### config.mk
export PLATFORM = sky130hd
export DESIGN_NAME = smtm_timer
export DESIGN_NICKNAME = d
export VERILOG_FILES = /design/src/smtm_pkg.sv /design/src/smtm_timer.sv
export SDC_FILE = /design/constraint.sdc
export NUM_CORES = 1
export LEC_CHECK = 0
export ABC_AREA = 1
export CAP_MARGIN = 20
export CORE_MARGIN = 4
export CORE_UTILIZATION = 45
export CTS_CLUSTER_DIAMETER = 40
export DETAILED_ROUTE_END_ITERATION = 8
export DONT_BUFFER_PORTS = 1
export HOLD_SLACK_MARGIN = 0.03
export PLACE_DENSITY = 0.64
export SETUP_SLACK_MARGIN = 0.02
export SYNTH_ARGS = -nofsm -noshare
export SYNTH_HDL_FRONTEND = slang
export SYNTH_SLANG_ARGS = --single-unit
### constraint.sdc
create_clock -name aclk -period 2.3 [get_ports aclk]
set_clock_uncertainty 0.2 [all_clocks]
set_input_delay 0.23 -clock aclk [delete_from_list [all_inputs] [get_ports aclk]]
set_output_delay 0.23 -clock aclk [all_outputs]
set_load 0.01 [all_outputs]
### src/smtm_pkg.sv
// Purpose : shared constants and types for the signal measurement timer core
// Assumes : axi4-lite register access, 32-bit data, one aligned word per register
// Notes   : offsets are byte addresses

package smtm_pkg;

	// ------------------------------------------------------------
	// register map
	// ------------------------------------------------------------
	localparam logic [7:0] SMTM_OFF_CTRL   = 8'h00;
	localparam logic [7:0] SMTM_OFF_PERIOD = 8'h04;
	localparam logic [7:0] SMTM_OFF_COUNT  = 8'h08;
	localparam logic [7:0] SMTM_OFF_STATUS = 8'h0c;
	localparam logic [7:0] SMTM_OFF_IRQST  = 8'h10;
	localparam logic [7:0] SMTM_OFF_IRQMSK = 8'h14;

	// ------------------------------------------------------------
	// control field positions
	// ------------------------------------------------------------
	localparam int SMTM_CTRL_RUN    = 0;
	localparam int SMTM_CTRL_REPEAT = 1;
	localparam int SMTM_CTRL_SIGNAL_POLARITY   = 2;
	localparam int SMTM_CTRL_WINDOW_POLARITY   = 3;
	localparam int SMTM_CTRL_CLOCK_POLARITY   = 4;
	localparam int SMTM_CTRL_WIDE   = 5;
	localparam int SMTM_CTRL_MODE   = 8;
	localparam int SMTM_MODE_W      = 4;

	localparam int SMTM_STAT_RUN    = 0;
	localparam int SMTM_IRQ_PMATCH  = 0;
	localparam int SMTM_IRQ_ACQ     = 1;
	localparam int SMTM_IRQ_W       = 2;

	localparam int SMTM_CNT_W       = 24;
	localparam logic [SMTM_CNT_W-1:0] SMTM_PERIOD_RST = 24'hffffff;
	localparam logic [SMTM_CNT_W-1:0] SMTM_NARROW_MSK = 24'h00ffff;

	localparam logic [1:0] SMTM_RESP_OKAY   = 2'b00;
	localparam logic [1:0] SMTM_RESP_SLVERR = 2'b10;

	typedef enum logic [3:0] {
		SMTM_MODE_TIMER      = 4'b0000,
		SMTM_MODE_GATED      = 4'b0001,
		SMTM_MODE_PERDUTY    = 4'b0010,
		SMTM_MODE_HILO       = 4'b0011,
		SMTM_MODE_WINDOWED   = 4'b0100,
		SMTM_MODE_GWINDOWED  = 4'b0101,
		SMTM_MODE_TOF        = 4'b0110,
		SMTM_MODE_CAPTURE    = 4'b0111,
		SMTM_MODE_COUNTER    = 4'b1000,
		SMTM_MODE_GCOUNTER   = 4'b1001,
		SMTM_MODE_WCOUNTER   = 4'b1010
	} smtm_mode_t;

	// synchronized input levels after polarity handling
	typedef struct packed {
		logic clk_lvl;
		logic win_lvl;
		logic sig_lvl;
	} smtm_inputs_t;

endpackage : smtm_pkg

### src/smtm_timer.sv
// Purpose : timer-mode core and mode select of a signal measurement timer
// Assumes : single 50 mhz aclk, synchronous active-low aresetn, axi4-lite slave
// Notes   : only timer mode counts; other legal modes are selected but idle here
//
// The register offsets and register access over AXI4-Lite were decided locally.

`timescale 1ns/1ps

module smtm_timer
	import smtm_pkg::*;
(
	input  wire logic        aclk,
	input  wire logic        aresetn,
	input  wire logic [7:0]  s_axi_awaddr,
	input  wire logic        s_axi_awvalid,
	output logic             s_axi_awready,
	input  wire logic [31:0] s_axi_wdata,
	input  wire logic [3:0]  s_axi_wstrb,
	input  wire logic        s_axi_wvalid,
	output logic             s_axi_wready,
	output logic [1:0]       s_axi_bresp,
	output logic             s_axi_bvalid,
	input  wire logic        s_axi_bready,
	input  wire logic [7:0]  s_axi_araddr,
	input  wire logic        s_axi_arvalid,
	output logic             s_axi_arready,
	output logic [31:0]      s_axi_rdata,
	output logic [1:0]       s_axi_rresp,
	output logic             s_axi_rvalid,
	input  wire logic        s_axi_rready,
	input  wire logic        measure_clock,
	input  wire logic        window_input,
	input  wire logic        signal_input,
	output logic             irq
);

	// ------------------------------------------------------------
	// registers
	// ------------------------------------------------------------
	logic [31:0]           ctrl_q;
	logic [SMTM_CNT_W-1:0] period_limit_q;
	logic [SMTM_CNT_W-1:0] measure_counter_q;
	logic [SMTM_IRQ_W-1:0] irq_stat_q;
	logic [SMTM_IRQ_W-1:0] irq_mask_q;
	logic                  run_status_q;

	// ------------------------------------------------------------
	// input synchronizers
	// ------------------------------------------------------------
	// three stages; a change counts when stages two and three agree
	logic [2:0]   clk_sync_q;
	logic [2:0]   win_sync_q;
	logic [2:0]   sig_sync_q;
	smtm_inputs_t lvl_q;
	logic         mclk_prev_q;

	always_ff @(posedge aclk) begin
		if (!aresetn) begin
			clk_sync_q <= 3'h0;
			win_sync_q <= 3'h0;
			sig_sync_q <= 3'h0;
		end else begin
			clk_sync_q <= {clk_sync_q[1:0], measure_clock};
			win_sync_q <= {win_sync_q[1:0], window_input};
			sig_sync_q <= {sig_sync_q[1:0], signal_input};
		end
	end

	// window and signal levels are tracked but feed no logic in timer mode
	always_ff @(posedge aclk) begin
		if (!aresetn) begin
			lvl_q <= '0;
		end else begin
			if (clk_sync_q[1] == clk_sync_q[2])
				lvl_q.clk_lvl <= clk_sync_q[2] ^ ctrl_q[SMTM_CTRL_CLOCK_POLARITY];
			if (win_sync_q[1] == win_sync_q[2])
				lvl_q.win_lvl <= win_sync_q[2] ^ ctrl_q[SMTM_CTRL_WINDOW_POLARITY];
			if (sig_sync_q[1] == sig_sync_q[2])
				lvl_q.sig_lvl <= sig_sync_q[2] ^ ctrl_q[SMTM_CTRL_SIGNAL_POLARITY];
		end
	end

	always_ff @(posedge aclk) begin
		if (!aresetn)
			mclk_prev_q <= 1'b0;
		else
			mclk_prev_q <= lvl_q.clk_lvl;
	end

	// ------------------------------------------------------------
	// mode decode
	// ------------------------------------------------------------
	function automatic logic mode_is_legal(input logic [3:0] m);
		mode_is_legal = (m <= SMTM_MODE_WCOUNTER);
	endfunction : mode_is_legal

	logic [3:0] mode;
	logic       run_req;
	logic       mclk_edge;
	logic       tick;
	logic       legal;
	logic [SMTM_CNT_W-1:0] cnt_mask;
	logic [SMTM_CNT_W-1:0] per_eff;
	logic       match;

	assign mode      = ctrl_q[SMTM_CTRL_MODE +: SMTM_MODE_W];
	assign run_req   = ctrl_q[SMTM_CTRL_RUN];
	assign mclk_edge = lvl_q.clk_lvl & ~mclk_prev_q;
	assign legal     = mode_is_legal(mode);
	// only timer mode advances; gated, measure and counter modes are selected but idle
	assign tick      = mclk_edge & run_status_q & legal
	                   & (mode == SMTM_MODE_TIMER);
	assign cnt_mask  = ctrl_q[SMTM_CTRL_WIDE] ? SMTM_PERIOD_RST : SMTM_NARROW_MSK;
	assign per_eff   = period_limit_q & cnt_mask;
	assign match     = tick & (measure_counter_q == per_eff);

	// ------------------------------------------------------------
	// run status and counter
	// ------------------------------------------------------------
	// run status follows the request one cycle later in legal modes only, standing in for the sync lag
	always_ff @(posedge aclk) begin
		if (!aresetn)
			run_status_q <= 1'b0;
		else
			run_status_q <= run_req & legal;
	end

	// no acquisition registers exist; timer mode only counts
	always_ff @(posedge aclk) begin
		if (!aresetn)
			measure_counter_q <= '0;
		else if (match)
			measure_counter_q <= '0;
		else if (tick)
			measure_counter_q <= (measure_counter_q + 24'h000001) & cnt_mask;
	end

	// ------------------------------------------------------------
	// axi4-lite write channel
	// ------------------------------------------------------------
	logic       aw_held_q;
	logic       w_held_q;
	logic [7:0] aw_addr_q;
	logic [31:0] w_data_q;
	logic [3:0]  w_strb_q;
	logic        wr_go;
	logic        wr_hit;

	assign wr_go = aw_held_q & w_held_q & ~s_axi_bvalid;

	always_ff @(posedge aclk) begin
		if (!aresetn) begin
			aw_held_q     <= 1'b0;
			w_held_q      <= 1'b0;
			s_axi_awready <= 1'b0;
			s_axi_wready  <= 1'b0;
			aw_addr_q     <= 8'h00;
			w_data_q      <= 32'h0;
			w_strb_q      <= 4'h0;
		end else begin
			s_axi_awready <= ~aw_held_q & ~s_axi_awready & s_axi_awvalid;
			s_axi_wready  <= ~w_held_q & ~s_axi_wready & s_axi_wvalid;
			if (s_axi_awvalid & s_axi_awready) begin
				aw_held_q <= 1'b1;
				aw_addr_q <= s_axi_awaddr;
			end else if (wr_go) begin
				aw_held_q <= 1'b0;
			end
			if (s_axi_wvalid & s_axi_wready) begin
				w_held_q <= 1'b1;
				w_data_q <= s_axi_wdata;
				w_strb_q <= s_axi_wstrb;
			end else if (wr_go) begin
				w_held_q <= 1'b0;
			end
		end
	end

	always_comb begin
		unique case (aw_addr_q)
			SMTM_OFF_CTRL, SMTM_OFF_PERIOD, SMTM_OFF_IRQST, SMTM_OFF_IRQMSK: wr_hit = 1'b1;
			SMTM_OFF_COUNT, SMTM_OFF_STATUS:                                 wr_hit = 1'b1;
			default:                                                         wr_hit = 1'b0;
		endcase
	end

	always_ff @(posedge aclk) begin
		if (!aresetn) begin
			s_axi_bvalid <= 1'b0;
			s_axi_bresp  <= SMTM_RESP_OKAY;
		end else if (wr_go) begin
			s_axi_bvalid <= 1'b1;
			s_axi_bresp  <= wr_hit ? SMTM_RESP_OKAY : SMTM_RESP_SLVERR;
		end else if (s_axi_bready) begin
			s_axi_bvalid <= 1'b0;
		end
	end

	function automatic logic [31:0] apply_strb(input logic [31:0] old, input logic [31:0] nw,
		input logic [3:0] strb);
		for (int i = 0; i < 4; i++)
			apply_strb[8*i +: 8] = strb[i] ? nw[8*i +: 8] : old[8*i +: 8];
	endfunction : apply_strb

	logic wr_ctrl;
	logic [31:0] ctrl_wr;
	assign wr_ctrl = wr_go & (aw_addr_q == SMTM_OFF_CTRL);
	assign ctrl_wr = apply_strb(ctrl_q, w_data_q, w_strb_q);

	logic [31:0] period_wr;
	assign period_wr = apply_strb({8'h00, period_limit_q}, w_data_q, w_strb_q);

	// run_request is written only by software; window and signal never reach it.
	// single-shot stop after acquisition never fires because timer mode never acquires
	always_ff @(posedge aclk) begin
		if (!aresetn)
			ctrl_q <= 32'h0;
		else if (wr_ctrl)
			ctrl_q <= ctrl_wr & 32'h00000f3f;
	end

	always_ff @(posedge aclk) begin
		if (!aresetn)
			period_limit_q <= SMTM_PERIOD_RST;
		else if (wr_go & (aw_addr_q == SMTM_OFF_PERIOD))
			period_limit_q <= period_wr[SMTM_CNT_W-1:0];
	end

	// ------------------------------------------------------------
	// interrupts
	// ------------------------------------------------------------
	logic [SMTM_IRQ_W-1:0] irq_set;
	logic [SMTM_IRQ_W-1:0] irq_clr;
	assign irq_set = {1'b0, match};
	assign irq_clr = (wr_go & (aw_addr_q == SMTM_OFF_IRQST) & w_strb_q[0])
	                 ? w_data_q[SMTM_IRQ_W-1:0] : '0;

	logic [SMTM_IRQ_W-1:0] irq_stat_d;
	logic [SMTM_IRQ_W-1:0] irq_mask_d;
	// a new event wins over a clear in the same cycle
	assign irq_stat_d = (irq_stat_q & ~irq_clr) | irq_set;
	assign irq_mask_d = (wr_go & (aw_addr_q == SMTM_OFF_IRQMSK) & w_strb_q[0])
	                    ? w_data_q[SMTM_IRQ_W-1:0] : irq_mask_q;

	always_ff @(posedge aclk) begin
		if (!aresetn)
			irq_stat_q <= '0;
		else
			irq_stat_q <= irq_stat_d;
	end

	always_ff @(posedge aclk) begin
		if (!aresetn)
			irq_mask_q <= '0;
		else
			irq_mask_q <= irq_mask_d;
	end

	// built from next state so the pin tracks status and mask in the same cycle
	always_ff @(posedge aclk) begin
		if (!aresetn)
			irq <= 1'b0;
		else
			irq <= |(irq_stat_d & irq_mask_d);
	end

	// ------------------------------------------------------------
	// axi4-lite read channel
	// ------------------------------------------------------------
	logic [31:0] rd_mux;
	logic        rd_hit;

	always_comb begin
		rd_mux = 32'h0;
		rd_hit = 1'b1;
		unique case (s_axi_araddr)
			SMTM_OFF_CTRL:   rd_mux = ctrl_q;
			SMTM_OFF_PERIOD: rd_mux = {8'h00, period_limit_q};
			SMTM_OFF_COUNT:  rd_mux = {8'h00, measure_counter_q};
			SMTM_OFF_STATUS: rd_mux = {31'h0, run_status_q};
			SMTM_OFF_IRQST:  rd_mux = {30'h0, irq_stat_q};
			SMTM_OFF_IRQMSK: rd_mux = {30'h0, irq_mask_q};
			default:         rd_hit = 1'b0;
		endcase
	end

	always_ff @(posedge aclk) begin
		if (!aresetn) begin
			s_axi_arready <= 1'b0;
			s_axi_rvalid  <= 1'b0;
			s_axi_rdata   <= 32'h0;
			s_axi_rresp   <= SMTM_RESP_OKAY;
		end else begin
			s_axi_arready <= s_axi_arvalid & ~s_axi_arready & ~s_axi_rvalid;
			if (s_axi_arvalid & s_axi_arready) begin
				s_axi_rvalid <= 1'b1;
				s_axi_rdata  <= rd_mux;
				s_axi_rresp  <= rd_hit ? SMTM_RESP_OKAY : SMTM_RESP_SLVERR;
			end else if (s_axi_rready) begin
				s_axi_rvalid <= 1'b0;
			end
		end
	end

	// ------------------------------------------------------------
	// assertions
	// ------------------------------------------------------------
	a_hold_when_stopped: assert property (@(posedge aclk) disable iff (!aresetn)
		!run_status_q |=> $stable(measure_counter_q))
		else $error("counter moved while stopped");

	a_match_clears: assert property (@(posedge aclk) disable iff (!aresetn)
		match |=> measure_counter_q == '0)
		else $error("counter not cleared on period match");

	a_match_flags: assert property (@(posedge aclk) disable iff (!aresetn)
		match |=> irq_stat_q[SMTM_IRQ_PMATCH])
		else $error("period match flag not set");

	a_reserved_idle: assert property (@(posedge aclk) disable iff (!aresetn)
		(mode > SMTM_MODE_WCOUNTER) |-> !tick && !match)
		else $error("reserved mode counted");

	// a stopped counter may keep wide bits after a width change until its next step
	a_narrow_width: assert property (@(posedge aclk) disable iff (!aresetn)
		!ctrl_q[SMTM_CTRL_WIDE] && tick |=> measure_counter_q[SMTM_CNT_W-1:16] == 8'h00)
		else $error("16-bit counter overran");

	a_run_follows: assert property (@(posedge aclk) disable iff (!aresetn)
		$rose(run_req) && legal ##1 run_req |-> run_status_q)
		else $error("run status did not follow request");

	a_run_sw_only: assert property (@(posedge aclk) disable iff (!aresetn)
		!wr_ctrl |=> $stable(run_req))
		else $error("run request changed without a write");

	a_step_one: assert property (@(posedge aclk) disable iff (!aresetn)
		tick && !match |=> measure_counter_q ==
			(($past(measure_counter_q) + 24'h000001) & $past(cnt_mask)))
		else $error("counter step wrong");

	a_edge_only: assert property (@(posedge aclk) disable iff (!aresetn)
		!mclk_edge |=> $stable(measure_counter_q))
		else $error("counter moved without clock edge");

	a_irq_level: assert property (@(posedge aclk) disable iff (!aresetn)
		irq == (|(irq_stat_q & irq_mask_q)))
		else $error("interrupt level does not follow unmasked flags");

endmodule : smtm_timer

==> impl_metrics.sql <==
INSERT INTO impl_metrics (metric_group, metric, value, unit) VALUES
('status', 'run_status', 'completed', ''),
('placement', 'buffer_ports.inserted', '0', ''),
('finish', 'share_of_post_route_cells_with_drive_strength_above_1', '7.04', '%'),
('power', 'vdd_drop_max', '548', 'uV'),
('clock_tree', 'clk_latency', '0.42', 'ns'),
('finish', 'layout.cells.most_common', 'nand2_1', ''),
('placement', 'detailed_place_hpwl', '11500', 'um'),
('timing', 'final-setup-viol-count', '0', ''),
('floorplanning', 'top_level_ports', '104', ''),
('floorplanning', 'start_util', '46.2', '%'),
('timing', 'post-route-min-period', '1.98', 'ns'),
('synth', 'synthMuxAreaShare', '0', '%'),
('timing', 'slew_violations', '0', ''),
('synth', 'post_synth_instance_area', '6440', 'um^2'),
('finish', 'num-nets-final', '1045', ''),
('setup_path', 'crit_path_dat', '2.13', 'ns'),
('synth', 'synth_top_family_by_area', 'simple AND/OR/NAND/NOR gates', ''),
('timing', 'final.setup.tns', '0', 'ns'),
('floorplanning', 'design.core.area', '13900', 'um^2'),
('clock_tree', 'tritoncts', 'built', ''),
('clock_tree', 'maximum_buffer_depth_of_the_clock_tree', '2', ''),
('clock_tree', 'cts_inserted_buffers', '17', ''),
('placement', 'placer_congestion', '0.918', ''),
('placement', 'dp_cells', '1092', ''),
('global_route', 'groute.usage.overall', '20.8', '%'),
('timing', 'finalHoldViolCount', '0', ''),
('synth', 'share_of_the_synthesized_netlist_area_taken_by_xor_and_xnor_gates', '2.86', '%'),
('synth', 'yosys_reg_bits', '137', ''),
('clock_tree', 'ctsHtreeMaxLevel', '4', ''),
('timing', 'final_critical_path_setup_slack', '0.319', 'ns'),
('floorplanning', 'row_count', '43', ''),
('synth', 'syn_avg_cell_area', '6.87', 'um^2'),
('setup_path', 'startpoint_type', 'primary input', ''),
('synth', 'ys_types', '30', ''),
('timing', 'fmaxAchievable', '505', 'MHz'),
('synth', 'synth_compound_area_share', '15.2', '%'),
('setup_path', 'timing.critical_path.fanout_max', '13', ''),
('synth', 'post_synth_and_or_nand_nor_area_fraction', '28.2', '%'),
('setup_path', 'worst_ep_required', '2.45', 'ns'),
('setup_path', 'worst-setup-path-type', 'in2reg', ''),
('finish', 'stdcell_count', '1175', ''),
('routing', 'drt_drc_violations_left', '0', ''),
('floorplanning', 'dieArea', '16300', 'um^2'),
('setup_path', 'worst_setup_path_end_kind', 'register', ''),
('global_route', 'via_count_of_the_first_global_routing_pass', '5441', ''),
('clock_tree', 'clkTransAtPathRegs', '0.06', 'ns'),
('timing', 'post-route-period-util', '86.1', '%'),
('clock_tree', 'root_driver', 'clkbuf_16', ''),
('routing', 'drtIter0Drc', '393', ''),
('floorplanning', 'chipWidth', '128', 'um'),
('routing', 'via_count', '5833', ''),
('finish', 'synthToLayoutAreaGrowth', '19.4', '%'),
('routing', 'detail_route.wl_per_cell', '14.1', 'um'),
('synth', 'yosys_warnings', '0', ''),
('synth', 'postSynthCellCount', '937', ''),
('routing', 'drt_first_pass_iters', '5', ''),
('min_path', 'hold_path.class', 'in2reg', ''),
('routing', 'drt.antenna.violating_nets', '0', ''),
('flow_run', 'maxCapViolCount', '0', ''),
('synth', 'post_synth_fa_ha_maj_area_fraction', '0.194', '%'),
('power', 'power', '0.00553', 'W'),
('finish', 'commonest_cells_after_routing_fill_and_taps_aside', 'nand2_1 (263), dfxtp_1 (136), inv_1 (110), nor2_1 (96), a21oi_1 (77)', ''),
('finish', 'diodes', '0', ''),
('floorplanning', 'die_y', '128', 'um'),
('global_route', 'grt_antenna_before_repair', '0', ''),
('placement', 'post-place-ws', '0.157', 'ns'),
('routing', 'postRouteWirelength', '16500', 'um'),
('synth', 'seq_area_frac_synth', '42.6', '%'),
('timing', 'unrepaired_setup_endpoints_after_global_routing', 'no', ''),
('global_route', 'total_overflow_reported_by_the_global_router', '0', ''),
('global_route', 'grt_pass1_wl', '27000', 'um'),
('power', 'power.density_cell_area', '720', 'nW/um^2'),
('power', 'leakagePower', '3.16', 'nW'),
('clock_tree', 'cts_post_setup_buffers_inserted', '0', ''),
('global_route', 'grt_max_degree', '82', ''),
('routing', 'routed_via_density', '4.96', ''),
('clock_tree', 'clock_sinks', '137', '');
## what timing repair did
action | CTS | global route
hold buffers | 50 | 2
gates resized for setup | 0 | 2
endpoints found under the setup margin | 0 | 8
hold endpoints to repair | 113 | 1
## cell families after synthesis
group	after synthesis
adder cells (fa/ha/maj)	1
other	1
XOR/XNOR	21
flip-flops	137
buffers and inverters	161
AO/OA/AOI/OAI	182
AND/OR/NAND/NOR	434
## report_power, final
group	switching [W]	leakage, nW	internal (W)	total, W
registers	0.0000235	1.11	0.00241	0.00244
clock network	0.00107	0.302	0.00178	0.00284
logic	0.000147	1.74	0.000104	0.000251
## routing by layer
metal | up-vias | wire length, um | GRT usage (%) | share of wire (%)
met4 | 0 | 255 | 6.30 | 1.5
met2 | 172 | 6960 | 30.9 | 42
li1 | 3052 | - | - | -
met5 | - | 0 | 0 | 0
met3 | 16 | 1110 | 4.68 | 6.7
met1 | 2593 | 8200 | 30.3 | 50
## critical path, cell delays in order
cell           delay [ns]
dlygate4sd3_1        0.55
nor2_2               0.20
nand2_1              0.12
nor2_4               0.16
nand2_4              0.12
inv_2                0.23
nand2_1              0.07
o21ai_0              0.11
buf_4                0.17
nand2_1              0.05
a21oi_1              0.11
## cell type report
| cell class | instances | area [um^2] |
|---|---|---|
| repair buffers | 65 | 646 |
| well taps | 180 | 225 |
| clock inverters | 12 | 164 |
| flip-flops and latches | 137 | 2740 |
| fillers | 1344 | 6250 |
| multi-input cells | 648 | 3030 |
| clock buffers | 20 | 457 |
| inverters | 113 | 424 |
## synth_stat cells
cell | count | share of area, %
conb_1 | 1 | 0.058
nand3_1 | 41 | 3.2
clkbuf_2 | 2 | 0.16
o21ai_0 | 76 | 5.9
inv_2 | 3 | 0.17
nand2_1 | 263 | 15
nand2_2 | 1 | 0.097
a21oi_1 | 78 | 6.1
nor3_1 | 5 | 0.39
clkbuf_1 | 21 | 1.2
dfxtp_1 | 137 | 43
inv_1 | 110 | 6.4
nand4_1 | 9 | 0.87
or2_2 | 1 | 0.097
nor2_2 | 4 | 0.39
o211ai_1 | 25 | 2.9
nand3_2 | 5 | 0.78
o22ai_1 | 3 | 0.29
buf_2 | 8 | 0.62
and2_2 | 1 | 0.12
nor3_2 | 2 | 0.31
xnor2_1 | 8 | 1.1
nand2_4 | 2 | 0.35
nor2_1 | 96 | 5.6
buf_4 | 11 | 1.3
nor2_4 | 3 | 0.52
ha_1 | 1 | 0.19
buf_6 | 6 | 1.0
nor3b_1 | 1 | 0.12
xor2_1 | 13 | 1.8
## state kept, by name, indices dropped and copies added (netlist names), 2 cells and up
signal and flops:
measure_counter_q 24, period_limit_q 24, s_axi_rdata 24, w_data_q 24, ctrl_q 10, aw_addr_q 8
clk_sync_q 3, w_strb_q 3, irq_mask_q 2, irq_stat_q 2
## through the flow
| stage | hold slack [ns] | area [um^2] | utilization (%) |
|---|---|---|---|
| floorplan | 0.128 | 6470 | - |
| global placement | 0.135 | 6530 | 46.9 |
| detailed placement | 0.136 | 6530 | 46.9 |
| CTS | 0.0327 | 7670 | 55.1 |
| global route | 0.0593 | 7690 | 55.2 |
| finish | 0.0404 | 7690 | 55.2 |
## worst paths after layout
path	startpoint	to	slack (ns)	cells after the start
worst max-delay path	s_axi_araddr[1]	s_axi_rdata[19]	0.32	11
worst min-delay path	s_axi_araddr[3]	s_axi_rdata[11]	0.04	5
worst max register to register	ctrl_q[5]	measure_counter_q[22]	0.34	7
worst min register to register	clk_sync_q[0]	clk_sync_q[1]	0.24	2
Note: power is estimated with default switching activity, not from simulation.
